[config.mk]
export PLATFORM = sky130hd
export DESIGN_NAME = dio_input_cond
export DESIGN_NICKNAME = d
export VERILOG_FILES = /design/src/dio_filt_pkg.sv /design/src/dio_line_filter.sv /design/src/dio_input_cond.sv
export SDC_FILE = /design/constraint.sdc
export NUM_CORES = 1
export LEC_CHECK = 0
export ABC_AREA = 1
export BUFFER_PORTS_ARGS = -buffer_cell sky130_fd_sc_hd__buf_2
export CAP_MARGIN = 10
export CORE_MARGIN = 1.5
export CORE_UTILIZATION = 45
export DETAILED_ROUTE_END_ITERATION = 10
export PLACE_DENSITY = 0.64
export SLEW_MARGIN = 20
export SYNTH_ARGS = -nofsm -noshare
export SYNTH_HDL_FRONTEND = slang
export SYNTH_SLANG_ARGS = --single-unit
[constraint.sdc]
create_clock -name i_clk_sys -period 15.7 [get_ports i_clk_sys]
set_input_delay 2.355 -clock i_clk_sys [delete_from_list [all_inputs] [get_ports i_clk_sys]]
set_output_delay 2.355 -clock i_clk_sys [all_outputs]
set_load 0.005 [all_outputs]
[src/dio_filt_pkg.sv]
// constants and carrier types for the input conditioning block
package dio_filt_pkg;
    // ------------------------------------------------------------
    // line count and register layout
    // ------------------------------------------------------------
    localparam int NUM_LINES = 32;
    localparam int FILT_EN_BIT = 1;
    localparam int EDGE_EN_BIT = 2;
    localparam int SRQ_EDGE_BIT = 0;
    localparam int STATUS_EDGE_BIT = 0;
    localparam logic [31:0] RELOAD_RST = 32'hffff_ffff;
    localparam logic [31:0] FLAGS_RST = 32'h0000_0000;
    localparam logic [7:0] STATUS_RST = 8'h00;
    // ------------------------------------------------------------
    // timing
    // ------------------------------------------------------------
    localparam int SYS_CLK_KHZ = 25000;
    localparam int FILT_CLK_KHZ = 12000;
    localparam logic [5:0] TICK_STEP = 6'(FILT_CLK_KHZ / 1000);
    localparam logic [5:0] TICK_MOD = 6'(SYS_CLK_KHZ / 1000);
    localparam logic [1:0] EXPIRE_NEED = 2'h2;
    localparam logic [2:0] PIN_IDLE = 3'h7;

    typedef struct packed {
        logic [31:0] pos_mask;
        logic [31:0] neg_mask;
        logic [31:0] int_en;
    } edge_cfg_t;

    typedef struct packed {
        logic wr;
        logic [31:0] data;
    } reg_wr_t;
endpackage

[src/dio_line_filter.sv]
// one input line: synchroniser and two-expiry state validation
`timescale 1ns/1ps
module dio_line_filter
(
    input wire logic i_clk_sys,
    input wire logic i_rst,
    input wire logic i_pin,
    input wire logic i_filt_en,
    input wire logic i_tick,
    input wire logic i_expire,
    output logic o_state
);
    import dio_filt_pkg::*;

    logic [2:0] sync_ff;
    logic level_ff;
    logic cand_ff;
    logic stable_ff;
    logic [1:0] hits_ff;

    // ------------------------------------------------------------
    // synchroniser, level moves when stages two and three agree
    // ------------------------------------------------------------
    wire agree_w = (sync_ff[1] == sync_ff[2]);

    always_ff @(posedge i_clk_sys or posedge i_rst)
    begin
        if (i_rst)
        begin
            sync_ff <= PIN_IDLE;
            level_ff <= 1'b1;
        end
        else
        begin
            sync_ff <= {sync_ff[1:0], i_pin};
            if (agree_w)
                level_ff <= sync_ff[2];
        end
    end

    // ------------------------------------------------------------
    // validation on filter expiries
    // ------------------------------------------------------------
    wire moved_w = (level_ff != cand_ff);
    wire pending_w = (cand_ff != stable_ff);
    wire [1:0] hits_inc_w = hits_ff + 2'h1;
    wire accept_w = i_expire && !moved_w && pending_w
        && (hits_inc_w >= EXPIRE_NEED);

    always_ff @(posedge i_clk_sys or posedge i_rst)
    begin
        if (i_rst)
        begin
            cand_ff <= 1'b1;
            stable_ff <= 1'b1;
            hits_ff <= 2'h0;
        end
        else if (!i_filt_en)
        begin
            cand_ff <= level_ff;
            stable_ff <= level_ff;
            hits_ff <= 2'h0;
        end
        else if (i_tick && moved_w)
        begin
            cand_ff <= level_ff;
            hits_ff <= 2'h0;
        end
        else if (accept_w)
        begin
            stable_ff <= cand_ff;
            hits_ff <= 2'h0;
        end
        else if (i_expire)
            hits_ff <= pending_w ? hits_inc_w : 2'h0;
    end

    assign o_state = i_filt_en ? stable_ff : level_ff;

    a_stable_two_hits : assert property (@(posedge i_clk_sys)
        disable iff (i_rst)
        (i_filt_en && $past(i_filt_en) && $changed(stable_ff))
        |-> $past(accept_w))
        else $error("filtered state moved without two expiries");
endmodule

[src/dio_input_cond.sv]
// input glitch filter and edge detection for the digital input bank
`timescale 1ns/1ps
module dio_input_cond
#(
    parameter int LINES = 32
)
(
    input wire logic i_clk_sys,
    input wire logic i_rst,
    input wire logic [LINES-1:0] i_pin,
    input wire logic [7:0] i_master_en,
    input wire logic [7:0] i_srq_enable,
    input wire dio_filt_pkg::edge_cfg_t i_edge_cfg,
    input wire dio_filt_pkg::reg_wr_t i_reload_wr,
    input wire dio_filt_pkg::reg_wr_t i_flag_wr,
    output logic [31:0] o_reload,
    output logic [LINES-1:0] o_flags,
    output logic [LINES-1:0] o_inputs,
    output logic [7:0] o_status_byte,
    output logic o_srq
);
    import dio_filt_pkg::*;

    generate
        if (LINES != NUM_LINES)
        begin : g_bad_lines
            $error("LINES must equal the register width");
        end
    endgenerate

    logic [31:0] reload_ff;
    logic [5:0] acc_ff;
    logic [31:0] cnt_ff;
    logic [LINES-1:0] prev_ff;
    logic [LINES-1:0] flags_ff;
    logic [7:0] status_ff;
    logic srq_ff;
    logic [LINES-1:0] state_w;

    // ------------------------------------------------------------
    // control decode
    // ------------------------------------------------------------
    wire filt_en_w = i_master_en[FILT_EN_BIT];
    wire edge_en_w = i_master_en[EDGE_EN_BIT];
    wire srq_en_w = i_srq_enable[SRQ_EDGE_BIT];

    // ------------------------------------------------------------
    // filter timer register
    // ------------------------------------------------------------
    always_ff @(posedge i_clk_sys or posedge i_rst)
    begin
        if (i_rst)
            reload_ff <= RELOAD_RST;
        else if (i_reload_wr.wr)
            reload_ff <= i_reload_wr.data;
    end

    // 2^32 minus the register value gives the interval in periods
    wire [31:0] period_w = 32'h0000_0000 - reload_ff;

    // ------------------------------------------------------------
    // 12 MHz tick from the 25 MHz clock by phase accumulation
    // ------------------------------------------------------------
    wire [5:0] acc_sum_w = acc_ff + TICK_STEP;
    wire tick_w = (acc_sum_w >= TICK_MOD);
    wire [5:0] nxt_acc = tick_w ? acc_sum_w - TICK_MOD : acc_sum_w;

    always_ff @(posedge i_clk_sys or posedge i_rst)
    begin
        if (i_rst)
            acc_ff <= 6'h00;
        else
            acc_ff <= nxt_acc;
    end

    // ------------------------------------------------------------
    // shared interval down-counter
    // ------------------------------------------------------------
    // a count of one or zero on this tick is an expiry
    wire expire_w = filt_en_w && tick_w && (cnt_ff <= 32'h0000_0001);
    wire [31:0] cnt_dec_w = cnt_ff - 32'h0000_0001;
    wire [31:0] nxt_cnt = !filt_en_w ? period_w
        : expire_w ? period_w
        : tick_w ? cnt_dec_w
        : cnt_ff;

    always_ff @(posedge i_clk_sys or posedge i_rst)
    begin
        if (i_rst)
            cnt_ff <= 32'h0000_0000;
        else
            cnt_ff <= nxt_cnt;
    end

    // ------------------------------------------------------------
    // per-line conditioning
    // ------------------------------------------------------------
    genvar gi;
    generate
        for (gi = 0; gi < LINES; gi++)
        begin : g_line
            dio_line_filter u_line
            (
                .i_clk_sys(i_clk_sys),
                .i_rst(i_rst),
                .i_pin(i_pin[gi]),
                .i_filt_en(filt_en_w),
                .i_tick(tick_w),
                .i_expire(expire_w),
                .o_state(state_w[gi])
            );
        end
    endgenerate

    // ------------------------------------------------------------
    // edge detection and sticky flags
    // ------------------------------------------------------------
    wire [LINES-1:0] rise_w = state_w & ~prev_ff;
    wire [LINES-1:0] fall_w = ~state_w & prev_ff;
    wire [LINES-1:0] edge_w = (rise_w & i_edge_cfg.pos_mask)
        | (fall_w & i_edge_cfg.neg_mask);
    // set flag masks its own line until cleared
    wire [LINES-1:0] hit_w = edge_w & ~flags_ff
        & {LINES{edge_en_w}};
    wire [LINES-1:0] clr_w = i_flag_wr.wr ? i_flag_wr.data
        : {LINES{1'b0}};
    wire [LINES-1:0] kept_w = flags_ff & ~clr_w;
    // a set in the clearing cycle survives
    wire [LINES-1:0] nxt_flags = kept_w | hit_w;

    always_ff @(posedge i_clk_sys or posedge i_rst)
    begin
        if (i_rst)
        begin
            prev_ff <= {LINES{1'b1}};
            flags_ff <= FLAGS_RST;
        end
        else
        begin
            prev_ff <= state_w;
            flags_ff <= nxt_flags;
        end
    end

    // ------------------------------------------------------------
    // status byte and service request
    // ------------------------------------------------------------
    wire any_flag_w = |nxt_flags;
    wire srq_gate_w = srq_en_w && edge_en_w;
    wire new_req_w = srq_gate_w
        && (|(hit_w & i_edge_cfg.int_en));
    wire reissue_w = srq_gate_w && i_flag_wr.wr
        && (|(kept_w & i_edge_cfg.int_en));
    wire [7:0] nxt_status = {7'h00, any_flag_w} << STATUS_EDGE_BIT;

    always_ff @(posedge i_clk_sys or posedge i_rst)
    begin
        if (i_rst)
        begin
            status_ff <= STATUS_RST;
            srq_ff <= 1'b0;
        end
        else
        begin
            status_ff <= nxt_status;
            srq_ff <= new_req_w || reissue_w;
        end
    end

    assign o_reload = reload_ff;
    assign o_flags = flags_ff;
    assign o_inputs = state_w;
    assign o_status_byte = status_ff;
    assign o_srq = srq_ff;

    // ------------------------------------------------------------
    // checks
    // ------------------------------------------------------------
    a_timer_idle_off : assert property (@(posedge i_clk_sys)
        disable iff (i_rst)
        !filt_en_w |=> cnt_ff == $past(period_w))
        else $error("timer not parked while filter is off");

    a_timer_reload : assert property (@(posedge i_clk_sys)
        disable iff (i_rst)
        expire_w |=> cnt_ff == $past(period_w))
        else $error("timer did not reload at expiry");

    a_timer_step : assert property (@(posedge i_clk_sys)
        disable iff (i_rst)
        (filt_en_w && tick_w && !expire_w)
        |=> cnt_ff == $past(cnt_dec_w))
        else $error("timer did not decrement by one on tick");

    a_timer_still : assert property (@(posedge i_clk_sys)
        disable iff (i_rst)
        (filt_en_w && !tick_w) |=> $stable(cnt_ff))
        else $error("timer moved without a tick");

    a_tick_spacing : assert property (@(posedge i_clk_sys)
        disable iff (i_rst)
        (!tick_w ##1 !tick_w) |=> tick_w ##1 !tick_w)
        else $error("filter tick pattern off the 12 of 25 rate");

    a_flag_sticky : assert property (@(posedge i_clk_sys)
        disable iff (i_rst)
        !i_flag_wr.wr |=> (flags_ff & $past(flags_ff))
        == $past(flags_ff))
        else $error("flag dropped without a clearing write");

    a_flag_set : assert property (@(posedge i_clk_sys)
        disable iff (i_rst)
        (|hit_w) |=> (flags_ff & $past(hit_w)) == $past(hit_w))
        else $error("detected edge did not set its flag");

    a_flag_quiet : assert property (@(posedge i_clk_sys)
        disable iff (i_rst)
        !edge_en_w |=> (flags_ff & ~$past(flags_ff)) == '0)
        else $error("flag set while edge detection is off");

    a_flag_clear : assert property (@(posedge i_clk_sys)
        disable iff (i_rst)
        (i_flag_wr.wr && hit_w == '0) |=> flags_ff == $past(kept_w))
        else $error("write-one clear gave wrong flags");

    a_status_or : assert property (@(posedge i_clk_sys)
        disable iff (i_rst)
        o_status_byte[STATUS_EDGE_BIT] == (|flags_ff))
        else $error("status bit does not follow the flags");

    a_srq_gated : assert property (@(posedge i_clk_sys)
        disable iff (i_rst)
        o_srq |-> $past(srq_gate_w))
        else $error("service request without its enables");

    a_tick_apart : assert property (@(posedge i_clk_sys)
        disable iff (i_rst)
        tick_w |=> !tick_w)
        else $error("two filter ticks on adjacent clocks");

    a_srq_on_edge : assert property (@(posedge i_clk_sys)
        disable iff (i_rst)
        (srq_en_w && edge_en_w
        && |(nxt_flags & ~flags_ff & i_edge_cfg.int_en)) |=> o_srq)
        else $error("new enabled flag gave no service request");

    a_srq_reissue : assert property (@(posedge i_clk_sys)
        disable iff (i_rst)
        (srq_en_w && edge_en_w && i_flag_wr.wr
        && |(flags_ff & ~i_flag_wr.data & i_edge_cfg.int_en)) |=> o_srq)
        else $error("flags left set gave no new service request");

    a_srq_has_flag : assert property (@(posedge i_clk_sys)
        disable iff (i_rst)
        o_srq |-> |(flags_ff & $past(i_edge_cfg.int_en)))
        else $error("service request without an enabled flag");

    a_status_spare : assert property (@(posedge i_clk_sys)
        disable iff (i_rst)
        (o_status_byte & ~(8'h01 << STATUS_EDGE_BIT)) == 8'h00)
        else $error("unused status bits not zero");

    a_state_at_expiry : assert property (@(posedge i_clk_sys)
        disable iff (i_rst)
        (filt_en_w && $past(filt_en_w) && state_w != $past(state_w))
        |-> $past(expire_w))
        else $error("filtered state moved away from an expiry");

    c_expiry : cover property (@(posedge i_clk_sys)
        disable iff (i_rst) expire_w ##[1:40] expire_w);
    c_edge_request : cover property (@(posedge i_clk_sys)
        disable iff (i_rst) new_req_w ##1 o_srq);
    c_reissue : cover property (@(posedge i_clk_sys)
        disable iff (i_rst) reissue_w);
    c_clear_all : cover property (@(posedge i_clk_sys)
        disable iff (i_rst) o_status_byte[0] ##1 !o_status_byte[0]);
    c_filter_accept : cover property (@(posedge i_clk_sys)
        disable iff (i_rst) filt_en_w && state_w != $past(state_w));
endmodule

==> report_table.html <==
<table>
<tr><th>Metric</th><th>Value</th></tr>
<tr><th colspan="2">Placement</th></tr>
<tr><td>Total placed instance area</td><td>0.0216 mm2</td></tr>
<tr><td>Count of buffers inserted at the top-level ports</td><td>296</td></tr>
<tr><td>Detailed placer's ending HPWL</td><td>39,900 um</td></tr>
<tr><td>Routability-driven placement congestion ratio</td><td>0.926</td></tr>
<tr><td>Number of placed cells counting well taps</td><td>3,198</td></tr>
<tr><th colspan="2">Logic synthesis</th></tr>
<tr><td>Post-synthesis cell type count</td><td>49</td></tr>
<tr><td>Async S/R FF share, synth</td><td>100%</td></tr>
<tr><td>Cell type contributing the most total cell area after synthesis</td><td>dfstp_2</td></tr>
<tr><td>Synth Register Bits</td><td>392</td></tr>
<tr><td>EDFF count, synth</td><td>0</td></tr>
<tr><td>Largest cells by area after synthesis</td><td>dfstp_2 (34%), dfrtp_1 (17%), nand2_1 (13%)</td></tr>
<tr><td>Yosys warnings</td><td>0</td></tr>
<tr><td>Gate count of the mapped netlist</td><td>2,401</td></tr>
<tr><td>Register area share after synthesis</td><td>51.0%</td></tr>
<tr><td>Area share of the leading cell type in the synthesized netlist</td><td>33.9%</td></tr>
<tr><td>Commonest register cell after synthesis</td><td>dfstp_2</td></tr>
<tr><td>Syn avg cell area</td><td>8.27 um2</td></tr>
<tr><td>Cell Area, Synth</td><td>0.0199 mm2</td></tr>
<tr><th colspan="2">Power</th></tr>
<tr><td>Worst VDD drop</td><td>0.0000699 V</td></tr>
<tr><td>Power per cell area</td><td>122 mW/mm2</td></tr>
<tr><td>Pleak</td><td>11.0 nW</td></tr>
<tr><th colspan="2">Worst hold path</th></tr>
<tr><td>Endpoint of the worst hold-timing path</td><td>g_line[17].u_line.sync_ff[1]</td></tr>
<tr><td>Class of the tightest hold or removal check</td><td>flop to flop</td></tr>
<tr><td>Beginning of the worst hold path</td><td>g_line[17].u_line.sync_ff[0]</td></tr>
<tr><td>Hold-critical path depth</td><td>0</td></tr>
<tr><th colspan="2">STA</th></tr>
<tr><td>Max Fclk</td><td>0.148 GHz</td></tr>
<tr><td>Least-Margin Pin Slew</td><td>960 ps</td></tr>
<tr><td>Final critical path time including I/O delays and setup</td><td>6760 ps</td></tr>
<tr><td>Slew Limit Headroom</td><td>36.0%</td></tr>
<tr><td>Final-layout setup total negative slack</td><td>0 ps</td></tr>
<tr><td>Share of the cycle needed by the critical path after routing</td><td>43.1%</td></tr>
<tr><td>Setup repair after global routing missed its margin</td><td>false</td></tr>
<tr><td>Post-route clock skew</td><td>18.1 ps</td></tr>
<tr><td>Final hold violation count</td><td>0</td></tr>
<tr><td>Finish-stage setup viols</td><td>0</td></tr>
<tr><td>Slew Limit Fails</td><td>0</td></tr>
<tr><th colspan="2">CTS</th></tr>
<tr><td>Clock net sink count</td><td>392</td></tr>
<tr><td>Resize count post-CTS</td><td>0</td></tr>
<tr><td>Clock tree buffer depth</td><td>3</td></tr>
<tr><td>Clk root buf</td><td>clkbuf_16</td></tr>
<tr><td>Clock transition at path regs</td><td>60 ps</td></tr>
<tr><td>H-tree lvl count</td><td>2</td></tr>
<tr><td>Hold_buf cts</td><td>0</td></tr>
<tr><td>Post CTS Setup Buffer Count</td><td>0</td></tr>
<tr><td>Skew-Pair Late Insertion Delay</td><td>580 ps</td></tr>
<tr><td>Clock buffers created by TritonCTS</td><td>44</td></tr>
<tr><td>TritonCTS clock tree</td><td>built</td></tr>
<tr><th colspan="2">Die</th></tr>
<tr><td>Io pins</td><td>317</td></tr>
<tr><td>Starting density of the core</td><td>45.9%</td></tr>
<tr><td>Row count</td><td>76</td></tr>
<tr><td>Core area</td><td>0.0433 mm2</td></tr>
<tr><td>Die height</td><td>213 um</td></tr>
<tr><td>Die ar.</td><td>0.0454 mm2</td></tr>
<tr><td>Chip Width</td><td>213 um</td></tr>
<tr><th colspan="2">GRT</th></tr>
<tr><td>Total overflow reported by the global router</td><td>0</td></tr>
<tr><td>Global-route wire length before repair</td><td>88,600 um</td></tr>
<tr><td>Vias in the first global route</td><td>16,500</td></tr>
<tr><td>Antenna violations before repair</td><td>6</td></tr>
<tr><td>Total Routing Usage GR</td><td>25.2%</td></tr>
<tr><td>Maximum number of pins on one net before global-route repair</td><td>131</td></tr>
<tr><th colspan="2">Critical path</th></tr>
<tr><td>Element type at the critical path end</td><td>output pin</td></tr>
<tr><td>CP startpoint kind</td><td>primary input</td></tr>
<tr><td>Register-to-register setup slack</td><td>12,080 ps</td></tr>
<tr><td>WS Path Type</td><td>primary input to output pin</td></tr>
<tr><td>Crit path required time</td><td>13,350 ps</td></tr>
<tr><td>Source of the worst register-to-register timing path</td><td>acc_ff[0]</td></tr>
<tr><td>Peak fanout along the critical path</td><td>52</td></tr>
<tr><td>Worst Reg-to-Reg Cells</td><td>16</td></tr>
<tr><td>Worst reg2reg endpoint</td><td>g_line[12].u_line.stable_ff</td></tr>
<tr><td>Arrival time worst endpoint</td><td>4400 ps</td></tr>
<tr><th colspan="2">Routing</th></tr>
<tr><td>Routed length per instance</td><td>17.2 um</td></tr>
<tr><td>Post-route ant nets</td><td>0</td></tr>
<tr><td>Number of violations reported at the end of detailed-routing iteration 0</td><td>1,091</td></tr>
<tr><td>First-pass DRT Iterations</td><td>7</td></tr>
<tr><td>Vias/cell</td><td>5.17</td></tr>
<tr><td>Total via count in the routed design</td><td>17,000</td></tr>
<tr><td>Number of remaining DRC errors</td><td>0</td></tr>
<tr><td>Routed wire length</td><td>56,400 um</td></tr>
<tr><th colspan="2">Flow run</th></tr>
<tr><td>Max-Cap Viols</td><td>0</td></tr>
<tr><th colspan="2">Finish</th></tr>
<tr><td>Proportion of layout cells with a drive suffix above 1</td><td>25.1%</td></tr>
<tr><td>Signed area change from the synthesized netlist to the final layout</td><td>16.2%</td></tr>
<tr><td>Non-Filler Instances</td><td>3,284</td></tr>
<tr><td>Final Cell Area</td><td>0.0231 mm2</td></tr>
<tr><td>Count of nets after finishing</td><td>2,879</td></tr>
<tr><th colspan="2">Run status</th></tr>
<tr><td>Status</td><td>finished, final reports clean</td></tr>
</table>
## cells in the mapped netlist (all sizes together), types with 2 or more instances
cell type and instances:
nand2 701, nand3 269, dfstp 256, nor2 238, inv 227, dfrtp 136, o21ai 104, buf 77
xnor2 76, nand4 69, xor2 41, nor3 39, maj3 32, a21oi 29, clkbuf 22, o211ai 16
a21o 11, o22ai 10, nor4 9, ha 8, or2 8, and3 5, mux2 4, a22oi 2
a32o 2, nor3b 2
## layout make-up
cell class / count / area [um2]
Multi-Input combinational cell: 1688 / 8290
Antenna cell: 4 / 10.0
Clock inverter: 10 / 111
Timing Repair Buffer: 305 / 1550
Sequential cell: 392 / 10100
Tap cell: 585 / 732
Clock buffer: 72 / 1380
Inverter: 228 / 868
Fill cell: 4043 / 20200
## per-stage QoR
step / total power, mW / utilization (%) / setup slack, ps / hold WS [ps]
after floorplan: 1.58 / - / 2870 / 345
after global placement: 1.74 / 49.8 / 8980 / 346
after detailed placement: 1.76 / 49.8 / 8960 / 347
after CTS: 2.83 / 53.3 / 8950 / 355
after global routing: 2.94 / 53.3 / 8880 / 357
final: 2.80 / 53.3 / 8940 / 354
## worst max-delay path: stages
cell and delay, ps:
buf_4 300, inv_2 710, buf_4 480, nand2_1 170, nand2_1 180, buf_2 150
## cells in the final DEF, fill, tap and decap left out, drive strengths merged, types with 4 or more instances in the layout
cell type / Yosys / routed
diode: 0 / 4
and3: 5 / 5
inv: 227 / 229
nor2: 238 / 238
buf: 77 / 305
ha: 8 / 8
o22ai: 10 / 10
clkinv: 1 / 7
nor3: 39 / 39
clkbuf: 22 / 72
maj3: 32 / 32
nand4: 69 / 69
dfrtp: 136 / 136
a21oi: 29 / 29
dfstp: 256 / 256
o211ai: 16 / 16
xnor2: 76 / 76
o21ai: 104 / 104
nor4: 9 / 9
nand2: 701 / 701
a21o: 11 / 11
xor2: 41 / 41
nand3: 269 / 269
or2: 8 / 8
conb: 1 / 7
mux2: 4 / 4
## registers in the layout, indices dropped and copies added (netlist names)
register,cells
cnt_ff,32
g_line.u_line.sync_ff,96
g_line.u_line.level_ff,32
o_reload,32
g_line.u_line.stable_ff,32
o_flags,32
o_srq,1
g_line.u_line.cand_ff,32
prev_ff,32
acc_ff,6
g_line.u_line.hits_ff,64
o_status_byte,1
## cell families after synthesis
kind of cell	after synthesis	share of synthesized area, %
adders and majority gates	40	2.12
and+or+nand+nor	1341	29.0
other	1	0.0189
muxes	4	0.227
buffers and inverters	327	7.34
xor gates and xnor gates	117	5.20
DFF	392	51.0
AOI/OAI and AO/OA	179	5.08
## worst max path at each step
stage / from / endpoint / slack [ps] / depth (start not counted)
2_1_floorplan: i_rst / acc_ff[0] / 2870 / 1
3_3_place_gp: i_master_en[1] / o_inputs[0] / 8980 / 6
3_5_place_dp: i_master_en[1] / o_inputs[6] / 8960 / 6
4_1_cts: i_master_en[1] / o_inputs[6] / 8950 / 6
5_1_grt: i_master_en[1] / o_inputs[0] / 8880 / 6
6_report: i_master_en[1] / o_inputs[6] / 8940 / 6
## report_power, final
group,total [mW],switching [mW],internal (mW)
combinational,0.486,0.300,0.186
sequential,1.26,0.102,1.16
clock,1.06,0.425,0.633
total,2.80,0.827,1.98
## layer usage
metal	vias up	share of wire [%]	track usage, %
met5	-	0.062	0
met4	6	2.6	9.02
met3	96	5.3	4.16
met2	424	47	40.8
met1	8189	45	34.1
li1	8249	-	-
Power figures use the tool's default switching activity.
